--- config.mk ---
export PLATFORM = sky130hd
export DESIGN_NAME = qfb_framer
export DESIGN_NICKNAME = d
export VERILOG_FILES = /design/src/core/qfb_pkg.sv /design/src/core/qfb_crc.sv /design/src/core/qfb_framer.sv
export SDC_FILE = /design/constraint.sdc
export NUM_CORES = 1
export LEC_CHECK = 0
export BUFFER_PORTS_ARGS = -buffer_cell sky130_fd_sc_hd__buf_2
export CORE_ASPECT_RATIO = 0.6
export CORE_MARGIN = 5
export CORE_UTILIZATION = 55
export DETAILED_ROUTE_END_ITERATION = 6
export GPL_ROUTABILITY_DRIVEN = 0
export HOLD_SLACK_MARGIN = 0.03
export PLACE_DENSITY = 0.78
export SETUP_SLACK_MARGIN = 0.02
export SLEW_MARGIN = 30
export SYNTH_ARGS = -nofsm -noshare
export SYNTH_HDL_FRONTEND = slang
export SYNTH_SLANG_ARGS = --single-unit
--- constraint.sdc ---
create_clock -name clock_in -period 2.45 [get_ports clock_in]
set_clock_uncertainty 0.05 [all_clocks]
set_input_delay 0.1225 -clock clock_in [delete_from_list [all_inputs] [get_ports clock_in]]
set_output_delay 0.1225 -clock clock_in [all_outputs]
set_load 0.02 [all_outputs]
--- src/core/qfb_pkg.sv ---
package qfb_pkg;

  // ------------------------------------------------------------
  // Command word layout
  // ------------------------------------------------------------
  localparam int TYPE_MSB = 11;
  localparam int TYPE_LSB = 8;
  localparam int KIND_MSB = 1;
  localparam int KIND_LSB = 0;

  typedef enum logic [1:0] {
    KIND_HEADER,
    KIND_INTER,
    KIND_LAST,
    KIND_CLEAR
  } qfb_kind_t;

  // ------------------------------------------------------------
  // Frame geometry
  // ------------------------------------------------------------
  localparam int SYNC_SYMBOLS  = 24;
  localparam int PAD_SYMBOLS   = 16;
  localparam int PAD_W         = $clog2(PAD_SYMBOLS);
  localparam int HDR_CRC_BYTES = 2;
  localparam int FRM_CRC_BYTES = 4;
  localparam int NUM_TYPES     = 12;
  localparam int SIZE_W        = 9;
  localparam int RATE_W        = 7;
  localparam logic [3:0] USER_TYPE = 4'hc;
  localparam logic [1:0] QAM_32    = 2'h2;
  localparam logic [1:0] QAM_64    = 2'h3;

  // ------------------------------------------------------------
  // Checksum generators
  // ------------------------------------------------------------
  localparam logic [15:0] HCRC_POLY = 16'h1021;
  localparam logic [15:0] HCRC_INIT = 16'hffff;
  localparam logic [31:0] FCRC_POLY = 32'h04c11db7;
  localparam logic [31:0] FCRC_INIT = 32'hffffffff;

  // ------------------------------------------------------------
  // Block tables, rates in hundredths
  // ------------------------------------------------------------
  localparam logic [SIZE_W-1:0] SIZE_TAB [NUM_TYPES] = '{
    9'h00f, 9'h03c, 9'h021, 9'h025, 9'h02c, 9'h0b0,
    9'h049, 9'h124, 9'h058, 9'h160, 9'h068, 9'h1a0};
  localparam logic [RATE_W-1:0] RATE_LO [NUM_TYPES] = '{
    7'h4b, 7'h4b, 7'h37, 7'h3e, 7'h37, 7'h37,
    7'h34, 7'h34, 7'h37, 7'h37, 7'h41, 7'h41};
  localparam logic [RATE_W-1:0] RATE_32 [NUM_TYPES] = '{
    7'h50, 7'h50, 7'h39, 7'h40, 7'h3a, 7'h3a,
    7'h37, 7'h37, 7'h3a, 7'h3a, 7'h45, 7'h45};
  localparam logic [RATE_W-1:0] RATE_64 [NUM_TYPES] = '{
    7'h53, 7'h53, 7'h3d, 7'h45, 7'h3d, 7'h3d,
    7'h3a, 7'h3a, 7'h3d, 7'h3d, 7'h48, 7'h48};

  function automatic logic [SIZE_W-1:0] payload_len(
    input logic [SIZE_W-1:0] size,
    input qfb_kind_t         kind);
    case (kind)
      KIND_HEADER: payload_len = size - SIZE_W'(HDR_CRC_BYTES);
      KIND_LAST:   payload_len = size - SIZE_W'(FRM_CRC_BYTES);
      default:     payload_len = size;
    endcase
  endfunction : payload_len

endpackage : qfb_pkg

--- src/core/qfb_crc.sv ---
`timescale 1ns/1ps
module qfb_crc #(
  parameter int             W    = 16,
  parameter logic [W-1:0]   POLY = '0,
  parameter logic [W-1:0]   INIT = '1
) (
  input  wire logic         clock_in,
  input  wire logic         resetn_in,
  input  wire logic         clear_in,
  input  wire logic         en_in,
  input  wire logic [7:0]   byte_in,
  output logic      [W-1:0] crc_out
);

  logic [W-1:0] crc_d;

  // Bytes enter most significant bit first.
  always_comb begin
    crc_d = crc_out;
    for (int i = 7; i >= 0; i--) begin
      if (crc_d[W-1] ^ byte_in[i]) begin
        crc_d = (crc_d << 1) ^ POLY;
      end else begin
        crc_d = crc_d << 1;
      end
    end
  end

  // Clear wins over a byte in the same cycle.
  always_ff @(posedge clock_in or negedge resetn_in) begin
    if (!resetn_in) begin
      crc_out <= INIT;
    end else if (clear_in) begin
      crc_out <= INIT;
    end else if (en_in) begin
      crc_out <= crc_d;
    end
  end

endmodule : qfb_crc

--- src/core/qfb_framer.sv ---
`timescale 1ns/1ps
module qfb_framer #(
  parameter logic [qfb_pkg::SYNC_SYMBOLS-1:0] SYNC_WORD = 24'h3c5a96
) (
  input  wire logic                        clock_in,
  input  wire logic                        resetn_in,
  input  wire logic [1:0]                  qam_order_in,
  input  wire logic                        cfg_valid_in,
  input  wire logic [qfb_pkg::SIZE_W-1:0]  cfg_size_in,
  input  wire logic [qfb_pkg::RATE_W-1:0]  cfg_rate_in,
  input  wire logic                        tx_cmd_valid_in,
  input  wire logic [15:0]                 tx_cmd_in,
  output logic                             tx_cmd_ready_out,
  input  wire logic [7:0]                  tx_data_in,
  input  wire logic                        tx_data_valid_in,
  output logic                             tx_data_ready_out,
  output logic [7:0]                       tx_sym_out,
  output logic                             tx_sym_valid_out,
  output logic                             tx_sync_out,
  output logic [qfb_pkg::RATE_W-1:0]       tx_rate_out,
  output logic                             tx_reject_out,
  input  wire logic                        rx_cmd_valid_in,
  input  wire logic [15:0]                 rx_cmd_in,
  output logic                             rx_cmd_ready_out,
  input  wire logic [7:0]                  rx_sym_in,
  input  wire logic                        rx_sym_valid_in,
  output logic [7:0]                       rx_data_out,
  output logic                             rx_data_valid_out,
  output logic                             rx_crc_ok_out,
  output logic                             rx_crc_fail_out,
  output logic                             rx_reject_out
);
  import qfb_pkg::*;

  typedef enum logic [2:0] {T_IDLE, T_SYNC, T_DATA, T_CRC, T_PAD} qfb_tx_t;
  typedef enum logic [1:0] {R_IDLE, R_DATA, R_CRC, R_CHK} qfb_rx_t;

  // ------------------------------------------------------------
  // User block configuration
  // ------------------------------------------------------------
  logic              user_loaded_q;
  logic [SIZE_W-1:0] user_size_q;
  logic [RATE_W-1:0] user_rate_q;

  // A user size below five bytes leaves no last-block payload.
  always_ff @(posedge clock_in or negedge resetn_in) begin
    if (!resetn_in) begin
      user_loaded_q <= 1'b0;
      user_size_q   <= '0;
      user_rate_q   <= '0;
    end else if (cfg_valid_in) begin
      user_loaded_q <= 1'b1;
      user_size_q   <= cfg_size_in;
      user_rate_q   <= cfg_rate_in;
    end
  end

  function automatic logic type_ok(input logic [3:0] code);
    type_ok = (code < USER_TYPE) || user_loaded_q;
  endfunction : type_ok

  function automatic logic [SIZE_W-1:0] type_size(input logic [3:0] code);
    type_size = (code >= USER_TYPE) ? user_size_q : SIZE_TAB[code];
  endfunction : type_size

  function automatic logic [RATE_W-1:0] type_rate(
    input logic [3:0] code,
    input logic [1:0] order);
    if (code >= USER_TYPE) begin
      type_rate = user_rate_q;
    end else if (order == QAM_64) begin
      type_rate = RATE_64[code];
    end else if (order == QAM_32) begin
      type_rate = RATE_32[code];
    end else begin
      type_rate = RATE_LO[code];
    end
  endfunction : type_rate

  // ------------------------------------------------------------
  // Command decode
  // ------------------------------------------------------------
  logic [3:0] tx_code;
  logic [3:0] rx_code;
  qfb_kind_t  tx_kind;
  qfb_kind_t  rx_kind;
  logic       tx_take;
  logic       rx_take;
  logic       tx_cmd_ready_q;
  logic       rx_cmd_ready_q;

  assign tx_code = tx_cmd_in[TYPE_MSB:TYPE_LSB];
  assign rx_code = rx_cmd_in[TYPE_MSB:TYPE_LSB];
  assign tx_kind = qfb_kind_t'(tx_cmd_in[KIND_MSB:KIND_LSB]);
  assign rx_kind = qfb_kind_t'(rx_cmd_in[KIND_MSB:KIND_LSB]);
  assign tx_take = tx_cmd_valid_in && tx_cmd_ready_q;
  assign rx_take = rx_cmd_valid_in && rx_cmd_ready_q;

  // ------------------------------------------------------------
  // Checksums
  // ------------------------------------------------------------
  logic [15:0] tx_hcrc;
  logic [15:0] rx_hcrc;
  logic [31:0] tx_fcrc;
  logic [31:0] rx_fcrc;
  logic        tx_byte;
  logic        rx_byte;
  logic [7:0]  tx_crc_byte;
  qfb_tx_t     tx_state_q;
  qfb_rx_t     rx_state_q;
  qfb_kind_t   tx_kind_q;
  qfb_kind_t   rx_kind_q;
  logic [SIZE_W-1:0] tx_cnt_q;
  logic              tx_data_rdy_q;

  assign tx_byte = (tx_state_q == T_DATA) && tx_data_rdy_q && tx_data_valid_in;
  assign rx_byte = (rx_state_q == R_DATA) && rx_sym_valid_in;

  qfb_crc #(.W(16), .POLY(HCRC_POLY), .INIT(HCRC_INIT)) u_tx_hcrc (
    .clock_in  (clock_in),
    .resetn_in (resetn_in),
    .clear_in  (tx_take && (tx_kind == KIND_HEADER)),
    .en_in     (tx_byte && (tx_kind_q == KIND_HEADER)),
    .byte_in   (tx_data_in),
    .crc_out   (tx_hcrc)
  );
  qfb_crc #(.W(32), .POLY(FCRC_POLY), .INIT(FCRC_INIT)) u_tx_fcrc (
    .clock_in  (clock_in),
    .resetn_in (resetn_in),
    .clear_in  (tx_take && (tx_kind == KIND_CLEAR)),
    .en_in     (tx_byte && (tx_kind_q != KIND_HEADER)),
    .byte_in   (tx_data_in),
    .crc_out   (tx_fcrc)
  );
  qfb_crc #(.W(16), .POLY(HCRC_POLY), .INIT(HCRC_INIT)) u_rx_hcrc (
    .clock_in  (clock_in),
    .resetn_in (resetn_in),
    .clear_in  (rx_take && (rx_kind == KIND_HEADER)),
    .en_in     (rx_byte && (rx_kind_q == KIND_HEADER)),
    .byte_in   (rx_sym_in),
    .crc_out   (rx_hcrc)
  );
  qfb_crc #(.W(32), .POLY(FCRC_POLY), .INIT(FCRC_INIT)) u_rx_fcrc (
    .clock_in  (clock_in),
    .resetn_in (resetn_in),
    .clear_in  (rx_take && (rx_kind == KIND_CLEAR)),
    .en_in     (rx_byte && (rx_kind_q != KIND_HEADER)),
    .byte_in   (rx_sym_in),
    .crc_out   (rx_fcrc)
  );

  // Checksums leave most significant byte first.
  assign tx_crc_byte = (tx_kind_q == KIND_HEADER) ?
                       tx_hcrc[{~tx_cnt_q[0], 3'b000} +: 8] :
                       tx_fcrc[{~tx_cnt_q[1:0], 3'b000} +: 8];

  // ------------------------------------------------------------
  // Transmit formatter
  // ------------------------------------------------------------
  logic [SIZE_W-1:0] tx_len_q;
  logic [PAD_W-1:0]  tx_burst_q;
  logic [SIZE_W-1:0] tx_crc_last;
  logic [4:0]        sync_idx;

  assign tx_crc_last = (tx_kind_q == KIND_HEADER) ?
                       SIZE_W'(HDR_CRC_BYTES - 1) : SIZE_W'(FRM_CRC_BYTES - 1);
  assign sync_idx    = 5'(SYNC_SYMBOLS - 1) - tx_cnt_q[4:0];

  // The modulator never stalls; a host data gap only opens a gap.
  always_ff @(posedge clock_in or negedge resetn_in) begin
    if (!resetn_in) begin
      tx_state_q       <= T_IDLE;
      tx_cmd_ready_q   <= 1'b1;
      tx_data_rdy_q    <= 1'b0;
      tx_kind_q        <= KIND_INTER;
      tx_len_q         <= '0;
      tx_cnt_q         <= '0;
      tx_burst_q       <= '0;
      tx_sym_out       <= 8'h00;
      tx_sym_valid_out <= 1'b0;
      tx_sync_out      <= 1'b0;
      tx_rate_out      <= '0;
      tx_reject_out    <= 1'b0;
    end else begin
      tx_sym_valid_out <= 1'b0;
      tx_sync_out      <= 1'b0;
      tx_reject_out    <= 1'b0;
      case (tx_state_q)
        T_IDLE: begin
          if (tx_take && (tx_kind != KIND_CLEAR)) begin
            if (!type_ok(tx_code)) begin
              tx_reject_out <= 1'b1;
            end else begin
              tx_cmd_ready_q <= 1'b0;
              tx_kind_q      <= tx_kind;
              tx_len_q       <= payload_len(type_size(tx_code), tx_kind);
              tx_rate_out    <= type_rate(tx_code, qam_order_in);
              tx_cnt_q       <= '0;
              if (tx_kind == KIND_HEADER) begin
                tx_burst_q <= '0;
                tx_state_q <= T_SYNC;
              end else begin
                tx_data_rdy_q <= 1'b1;
                tx_state_q    <= T_DATA;
              end
            end
          end
        end
        T_SYNC: begin
          tx_sym_out       <= {7'h00, SYNC_WORD[sync_idx]};
          tx_sym_valid_out <= 1'b1;
          tx_sync_out      <= 1'b1;
          tx_burst_q       <= tx_burst_q + 1'b1;
          if (tx_cnt_q == SIZE_W'(SYNC_SYMBOLS - 1)) begin
            tx_cnt_q      <= '0;
            tx_data_rdy_q <= 1'b1;
            tx_state_q    <= T_DATA;
          end else begin
            tx_cnt_q <= tx_cnt_q + 1'b1;
          end
        end
        T_DATA: begin
          if (tx_byte) begin
            tx_sym_out       <= tx_data_in;
            tx_sym_valid_out <= 1'b1;
            tx_burst_q       <= tx_burst_q + 1'b1;
            if (tx_cnt_q == tx_len_q - 1'b1) begin
              tx_cnt_q      <= '0;
              tx_data_rdy_q <= 1'b0;
              if (tx_kind_q == KIND_INTER) begin
                tx_cmd_ready_q <= 1'b1;
                tx_state_q     <= T_IDLE;
              end else begin
                tx_state_q <= T_CRC;
              end
            end else begin
              tx_cnt_q <= tx_cnt_q + 1'b1;
            end
          end
        end
        T_CRC: begin
          tx_sym_out       <= tx_crc_byte;
          tx_sym_valid_out <= 1'b1;
          tx_burst_q       <= tx_burst_q + 1'b1;
          if (tx_cnt_q == tx_crc_last) begin
            tx_cnt_q <= '0;
            if ((tx_kind_q == KIND_HEADER) ||
                (tx_burst_q == PAD_W'(PAD_SYMBOLS - 1))) begin
              tx_cmd_ready_q <= 1'b1;
              tx_state_q     <= T_IDLE;
            end else begin
              tx_state_q <= T_PAD;
            end
          end else begin
            tx_cnt_q <= tx_cnt_q + 1'b1;
          end
        end
        T_PAD: begin
          tx_sym_out       <= 8'h00;
          tx_sym_valid_out <= 1'b1;
          tx_burst_q       <= tx_burst_q + 1'b1;
          if (tx_burst_q == PAD_W'(PAD_SYMBOLS - 1)) begin
            tx_cmd_ready_q <= 1'b1;
            tx_state_q     <= T_IDLE;
          end
        end
        default: tx_state_q <= T_IDLE;
      endcase
    end
  end

  assign tx_cmd_ready_out  = tx_cmd_ready_q;
  assign tx_data_ready_out = tx_data_rdy_q;

  // ------------------------------------------------------------
  // Receive deformatter
  // ------------------------------------------------------------
  logic [SIZE_W-1:0] rx_len_q;
  logic [SIZE_W-1:0] rx_cnt_q;
  logic [31:0]       rx_got_q;
  logic [SIZE_W-1:0] rx_crc_last;

  assign rx_crc_last = (rx_kind_q == KIND_HEADER) ?
                       SIZE_W'(HDR_CRC_BYTES - 1) : SIZE_W'(FRM_CRC_BYTES - 1);

  always_ff @(posedge clock_in or negedge resetn_in) begin
    if (!resetn_in) begin
      rx_state_q        <= R_IDLE;
      rx_cmd_ready_q    <= 1'b1;
      rx_kind_q         <= KIND_INTER;
      rx_len_q          <= '0;
      rx_cnt_q          <= '0;
      rx_got_q          <= '0;
      rx_data_out       <= 8'h00;
      rx_data_valid_out <= 1'b0;
      rx_crc_ok_out     <= 1'b0;
      rx_crc_fail_out   <= 1'b0;
      rx_reject_out     <= 1'b0;
    end else begin
      rx_data_valid_out <= 1'b0;
      rx_crc_ok_out     <= 1'b0;
      rx_crc_fail_out   <= 1'b0;
      rx_reject_out     <= 1'b0;
      case (rx_state_q)
        R_IDLE: begin
          if (rx_take && (rx_kind != KIND_CLEAR)) begin
            if (!type_ok(rx_code)) begin
              rx_reject_out <= 1'b1;
            end else begin
              rx_cmd_ready_q <= 1'b0;
              rx_kind_q      <= rx_kind;
              rx_len_q       <= payload_len(type_size(rx_code), rx_kind);
              rx_cnt_q       <= '0;
              rx_state_q     <= R_DATA;
            end
          end
        end
        R_DATA: begin
          if (rx_byte) begin
            rx_data_out       <= rx_sym_in;
            rx_data_valid_out <= 1'b1;
            if (rx_cnt_q == rx_len_q - 1'b1) begin
              rx_cnt_q <= '0;
              if (rx_kind_q == KIND_INTER) begin
                rx_cmd_ready_q <= 1'b1;
                rx_state_q     <= R_IDLE;
              end else begin
                rx_state_q <= R_CRC;
              end
            end else begin
              rx_cnt_q <= rx_cnt_q + 1'b1;
            end
          end
        end
        R_CRC: begin
          if (rx_sym_valid_in) begin
            rx_got_q <= {rx_got_q[23:0], rx_sym_in};
            if (rx_cnt_q == rx_crc_last) begin
              rx_cnt_q   <= '0;
              rx_state_q <= R_CHK;
            end else begin
              rx_cnt_q <= rx_cnt_q + 1'b1;
            end
          end
        end
        R_CHK: begin
          if ((rx_kind_q == KIND_HEADER) ? (rx_got_q[15:0] == rx_hcrc)
                                         : (rx_got_q == rx_fcrc)) begin
            rx_crc_ok_out <= 1'b1;
          end else begin
            rx_crc_fail_out <= 1'b1;
          end
          rx_cmd_ready_q <= 1'b1;
          rx_state_q     <= R_IDLE;
        end
        default: rx_state_q <= R_IDLE;
      endcase
    end
  end

  assign rx_cmd_ready_out = rx_cmd_ready_q;

  // ------------------------------------------------------------
  // Checks
  // ------------------------------------------------------------
  logic tx_new;
  assign tx_new = tx_take && (tx_kind != KIND_CLEAR) && (tx_code < USER_TYPE);
endmodule : qfb_framer

=== Word-level counts from Yosys, hierarchy flattened ===
Memories as Yosys holds them, arrays and structs flattened.
Index checks and enable logic that the tools add are counted.
Widths: inputs -> output; s select.

* Equality and inequality tests: 43
* Bitwise gates (word level): 68
* Add/subtract/negate cells: 10
* Reduce and logical (&&, ||, !) cells: 51
* Shifts and indexed selects: 2
* Multiplexer cells: 139
* Magnitude comparators: 7

{| class="wikitable"
|+ Operators with widths
! cell !! count
|-
| $mux 27 || 16
|-
| $not 14->14 || 16
|-
| $mux 13 || 16
|-
| $mux 9 || 18
|-
| $mux 32 || 4
|-
| $mux 16 || 4
|-
| $mux 7 || 9
|-
| $not 3->3 || 16
|-
| $pmux 9 s2 || 2
|-
| $pmux 9 s4 || 1
|-
| $mux 1 || 35
|-
| $eq 32x32->1 || 1
|-
| $ne 2x2->1 const B || 16
|-
| $pmux 8 s4 || 1
|-
| $shiftx 32x6->8 || 1
|-
| $xor 1x1->1 || 32
|-
| $pmux 9 s3 || 1
|-
| $mux 3 || 8
|-
| $mux 2 || 11
|-
| $add 9x1->9 const B || 2
|-
| $eq 9x2->1 || 2
|-
| $eq 9x9->1 || 2
|-
| $sub 9x1->9 const B || 2
|-
| $sub 9x2->9 const B || 2
|-
| other kinds (43) || 102
|}

* Register bits: 227
* Memories kept: 6
* Word-level logic and storage cells: 356
* Input port bits: 73
* Output and inout port bits: 33
* Memory bits (read-only): 656

{| class="wikitable"
|+ Memory list
! name !! words !! width !! read ports !! clocked after memory_dff !! write ports !! RTL line !! source
|-
| (no name shown) || 16 || 9 || 1 || 0 || 0 || qfb_framer.sv:63 || <nowiki>type_size = (code >= USER_TYPE) ? user_size_q : SIZE_TAB[code];</nowiki>
|-
| (no name shown) || 16 || 9 || 1 || 0 || 0 || qfb_framer.sv:63 ||
|-
| (no name shown) || 16 || 7 || 1 || 0 || 0 || qfb_framer.sv:76 || <nowiki>type_rate = RATE_LO[code];</nowiki>
|-
| (no name shown) || 16 || 7 || 1 || 0 || 0 || qfb_framer.sv:74 || <nowiki>type_rate = RATE_32[code];</nowiki>
|-
| (no name shown) || 16 || 7 || 1 || 0 || 0 || qfb_framer.sv:72 || <nowiki>type_rate = RATE_64[code];</nowiki>
|-
| (no name shown) || 32 || 1 || 1 || 0 || 0 || qfb_framer.sv:210 || <nowiki>tx_sym_out <= {7'h00, SYNC_WORD[sync_idx]};</nowiki>
|}

=== Depth between registers and ports, before layout ===
* Depth after elaboration: 18
* Mapped depth: 11
* Depth with buffers taken out: 10

=== Hierarchy ===
From an unflattened synthesis, not the netlist that was laid out.

* Cell total of the unflattened synthesis: 1,454
* Area total of the unflattened synthesis: 14,984.4 µm²

{| class="wikitable"
|+ Modules (own cells, without submodules)
! module !! times used !! cells each !! area each (µm²) !! seq. area each (µm²)
|-
| qfb_framer || 1 || 920 || 8,643.3 || 3,283.1
|-
| qfb_crc at u_rx_fcrc ... || 2 || 187 || 2,158.3 || 840.8
|-
| qfb_crc at u_rx_hcrc ... || 2 || 80 || 1,012.2 || 420.4
|}

=== Least setup slack after synthesis ===
OpenSTA, ideal clock, no wires.

* Path type: register -> register
* From: register rx_len_q[0]
* To: register rx_cnt_q[0]
* Required time: 2.275 ns
* Data arrival time: 2.362 ns
* Cell stages (with the launch flop): 10
* Slack: -0.087 ns
* Path buffers: 0
* Setup time: 0.125 ns
* Clock period less this slack: 2.537 ns
* Cell sequence: dfrtp_1 -> inv_1 -> ha_1 -> nor3b_2 -> nand3_1 -> xnor2_1 -> nor3_1 -> a31oi_2 -> and2b_1 -> mux2_2

* Word-level cells in the longest chain between the ends: 5

{| class="wikitable"
|+ Ends and longest elaborated chain
! element !! RTL line !! source
|-
| start: declaration || qfb_framer.sv:278 || <nowiki>logic [SIZE_W-1:0] rx_len_q;</nowiki>
|-
| start signal: assignment || qfb_framer.sv:312 || <nowiki>rx_len_q <= payload_len(type_size(rx_code), rx_kind);</nowiki>
|-
| $sub 9x1->9 || qfb_framer.sv:322 || <nowiki>if (rx_cnt_q == rx_len_q - 1'b1) begin</nowiki>
|-
| $eq 9x9->1 || qfb_framer.sv:322 ||
|-
| $mux 9 || qfb_framer.sv:322 ||
|-
| $mux 9 || qfb_framer.sv:319 || <nowiki>if (rx_byte) begin</nowiki>
|-
| $pmux 9 s3 || qfb_framer.sv:304 || <nowiki>case (rx_state_q)</nowiki>
|-
| end signal: assignment || qfb_framer.sv:331 || <nowiki>rx_cnt_q <= rx_cnt_q + 1'b1;</nowiki>
|-
| end signal: assignment || qfb_framer.sv:342 || <nowiki>rx_cnt_q <= rx_cnt_q + 1'b1;</nowiki>
|-
| end: declaration || qfb_framer.sv:279 || <nowiki>logic [SIZE_W-1:0] rx_cnt_q;</nowiki>
|}

Every way passes these cells. The select of a mux whose other input is x is not followed.
A chain may end at the register's enable or synchronous reset.

=== Worst setup path after layout ===
* From: register u_rx_fcrc.crc_out[29]
* To: register rx_crc_fail_out

* Word-level cells in the longest chain between the ends: 4

{| class="wikitable"
|+ Ends and longest elaborated chain
! element !! RTL line !! source
|-
| start: declaration || qfb_crc.sv:12 || <nowiki>output logic [W-1:0] crc_out</nowiki>
|-
| start signal: assignment || qfb_crc.sv:36 || <nowiki>crc_out <= crc_d;</nowiki>
|-
| $eq 32x32->1 || qfb_framer.sv:348 || <nowiki>: (rx_got_q == rx_fcrc)) begin</nowiki>
|-
| $mux 1 (2 in series) || qfb_framer.sv:347 || <nowiki>if ((rx_kind_q == KIND_HEADER) ? (rx_got_q[15:0] == rx_hcrc)</nowiki>
|-
| $mux 1 || qfb_framer.sv:304 ||
|-
| end signal: assignment || qfb_framer.sv:297 || <nowiki>rx_crc_fail_out <= 1'b0;</nowiki>
|-
| end signal: assignment || qfb_framer.sv:302 || <nowiki>rx_crc_fail_out <= 1'b0;</nowiki>
|-
| end signal: assignment || qfb_framer.sv:351 || <nowiki>rx_crc_fail_out <= 1'b1;</nowiki>
|-
| end: declaration || qfb_framer.sv:30 || <nowiki>output logic rx_crc_fail_out,</nowiki>
|}

Every way passes these cells.

==> impl_metrics.json <==
{
  "status": "complete, no violations",
  "clockBufferDepth": 3,
  "ioPinCount": 106,
  "register_area_sq_um": 5806,
  "required_ns": 2.81,
  "dp_cells": 1855,
  "post-dp-hpwl_um": 25780,
  "dieHeight_um": 133.8,
  "viasPerCell": 5.783,
  "p_leak_nw": 7.147,
  "synth-seq-cells": 227,
  "crit_slowest_cell": "dfstp_2",
  "worstSetupPathType": "reg -> reg",
  "ant_nets": 0,
  "setup_violations": 0,
  "slew_viol_final": 0,
  "cts_made_buffers": 23,
  "grt_pass1_wl_um": 59160,
  "power_frac_comb_pct": 47.2,
  "grt_overflow": 0,
  "worstPathMaxFanout": 2,
  "yosysWarnings": 0,
  "slew_headroom_pct": 44.76,
  "fill_cells": 1973,
  "grt_max_degree": 71,
  "synth.largest_area_cell": "dfrtp_1",
  "synth_area_leaders": "dfrtp_1 23%, dfstp_2 19%, xnor2_1 11%",
  "grt_use_total_pct": 24.63,
  "syn2layout_area_growth_pct": 19.53,
  "coreArea_sq_um": 25220,
  "p_sw_share_pct": 38.13,
  "final_common_cell": "nand2_1",
  "synth-edff-count": 0,
  "cts.reportedPaths.clkPinSlew_ns": 0.06,
  "multiInputGateArea_sq_um": 8015,
  "p_int_w": 0.01123,
  "cp.arrival_ns": 2.75,
  "drtIter0Drc": 1019,
  "clock_sinks": 227,
  "final-hold-violation-count": 0,
  "endpoint_kind": "register",
  "yosysUniqueCellTypes": 71,
  "rsz0062_at_grt": "true",
  "ir_drop_mv": 0.8465,
  "wl_per_cell_um": 18.58,
  "antenna_found_initial": 0,
  "drv_cap": 0,
  "drive_gt1_share_pct": 27.68,
  "synth_nets": 1520,
  "synth_ff_type": "dfrtp_1",
  "yosysSeqAreaShare_pct": 41.31,
  "worst_pin_slew_ns": 0.8231,
  "numPortBuffers": 85,
  "postLayoutCoreUtil_pct": 66.60,
  "synth.avg_cell_area_sq_um": 9.932,
  "wl_um": 36120,
  "die-area_sq_um": 28950,
  "crit_chain": "xor2_1 > nor4_2 > buf_4 > nand4_1 > or4_4 > nor4_4 > a31oi_2 > and2_1",
  "cts_tree": "yes",
  "hp-class": "in -> reg",
  "synthDominantCellAreaShare_pct": 22.61,
  "grt_pass1_vias": 11086,
  "clock-root-buffer": "clkbuf_16",
  "post-route-period-util_pct": 97.63,
  "instances_no_fill": 1944,
  "initial_core_util_pct": 55.71,
  "die_w_um": 216.4,
  "pwr-share-seq_pct": 33.0,
  "clkPwrFrac_pct": 19.8,
  "power_density_nw_per_um2": 1080,
  "vias": 11243,
  "diodes": 0,
  "async_reset_ff_share_pct": 100.0,
  "syn-cell-area_sq_um": 14050,
  "firstDrtPassIters": 5,
  "clock_latency_ns": 0.53,
  "cp-start-kind": "register",
  "route.detailed.drc": 0,
  "min_period_ns": 2.392,
  "rows": 45,
  "cts.htree.levels": 1,
  "switching_power_w": 0.006918,
  "clock.fmax_mhz": 418.1,
  "netlist_instances": 1415,
  "final_cell_mix": "177 x nand2_1, 175 x xnor2_1, 127 x dfrtp_1, 100 x buf_4, 100 x dfstp_2",
  "critPathMaxStageDelay_ns": 0.54,
  "finalNetCount": 1703
}
==> critical path: cells and delay by family (launching register included) <==
family | cells | cell delay [ns]
AOI/OAI and AO/OA | 1 | 0.09
buffers and inverters | 1 | 0.17
xor gates and xnor gates | 1 | 0.08
and+or+nand+nor | 5 | 1.34
DFF | 1 | 0.54
==> worst paths after layout <==
check / cells past startpoint / startpoint / end / slack [ns]
worst min-delay path: 3 / rx_cmd_in[10] / rx_reject_out$_DFF_PN0_ / 0.08
worst min register to register: 2 / tx_rate_out[4]$_DFFE_PN0P_ / tx_rate_out[4]$_DFFE_PN0P_ / 0.44
max in group asynchronous: 3 / resetn_in / u_rx_fcrc.crc_out[21]$_DFFE_PN1P_ / 1.50
worst max-delay path: 8 / u_rx_fcrc.crc_out[29]$_DFFE_PN1P_ / rx_crc_fail_out$_DFF_PN0_ / 0.06
min in group asynchronous: 2 / resetn_in / tx_sym_out[3]$_DFFE_PN0P_ / 0.11
worst max register to register: 8 / u_rx_fcrc.crc_out[29]$_DFFE_PN1P_ / rx_crc_fail_out$_DFF_PN0_ / 0.06
==> Yosys cell counts (all sizes together) (3+ instances only) <==
cell,n
xnor2,180
and2,7
nand2b,16
nor4,13
o21ai,80
a221o,3
nor4b,4
a31oi,9
a22o,15
o41ai,3
xor2,95
buf,9
nor2b,10
mux2,65
o22ai,4
dfrtp,127
o211a,3
a21o,12
nand2,178
mux4,8
inv,29
ha,32
nor3,13
mux2i,21
dfstp,100
nand4,11
o211ai,97
nor2,60
or2,6
a211oi,4
nor3b,12
and3,9
and3b,3
a22oi,7
clkbuf,64
or3,4
a21oi,43
nand3b,3
or4,4
nand3,25
==> cell families after synthesis <==
group	after synthesis	share of synthesized area (%)
simple gates	380	12.86
fa+ha+maj	32	2.849
xor+xnor	276	17.65
flops	227	41.31
mux	94	7.986
buf+inv	103	2.840
compound gates	303	14.51
==> power by group through the flow <==
stage	clock, W	combinational, W	sequential, W
after floorplan	0	0.00568	0.00591
after global placement	0	0.00786	0.00595
after detailed placement	0	0.00807	0.00600
after CTS	0.00368	0.00828	0.00596
after global routing	0.00385	0.00922	0.00611
final	0.00360	0.00856	0.00598
==> sequential cells by signal, indices dropped and copies added, names as in the netlist, 8 cells and up, named ones only <==
signal / cells
tx_len_q: 9
tx_sym_out: 8
u_rx_hcrc.crc_out: 16
tx_cnt_q: 9
user_size_q: 9
rx_cnt_q: 9
rx_data_out: 8
u_rx_fcrc.crc_out: 32
rx_len_q: 9
u_tx_fcrc.crc_out: 32
rx_got_q: 32
u_tx_hcrc.crc_out: 16
==> stage by stage <==
stage	area (sq um)	hold WS [ns]	setup WS, ns	TNS [ns]	total power (W)
6_report	16800	0.07936	0.05812	0	0.01814
4_1_cts	16630	0.06259	-0.01270	-0.01270	0.01792
3_5_place_dp	15440	0.08554	-0.2116	-0.3223	0.01407
2_1_floorplan	14060	-0.2231	0.05826	0	0.01159
3_3_place_gp	15440	0.08374	-0.1848	-0.2767	0.01381
5_1_grt	16800	0.08403	-0.04023	-0.08606	0.01917
==> layout make-up <==
type,count,share of cell area (%)
well taps,329,2.450
flip-flops and latches,227,34.56
clock inverters,10,0.6331
repair buffers,231,10.05
inverters,30,0.6703
multi-input cells,1085,47.71
clock buffers,32,3.925
==> metal layers <==
layer / track usage (%) / vias up / wire (um)
met5: 0 / - / 0
met4: 4.589 / 0 / 660
met3: 4.128 / 49 / 2239
met2: 36.39 / 322 / 15680
met1: 38.52 / 5548 / 17540
li1: - / 5324 / -
==> timing repair <==
action                                  in CTS  in global routing
hold endpoints to repair                   202                  0
buffers inserted                             1                  5
pin swaps                                    5                  9
hold buffers                                41                  0
endpoints found under the setup margin       3                 29
gates resized for setup                      1                 28
Power figures use the tool's default switching activity.
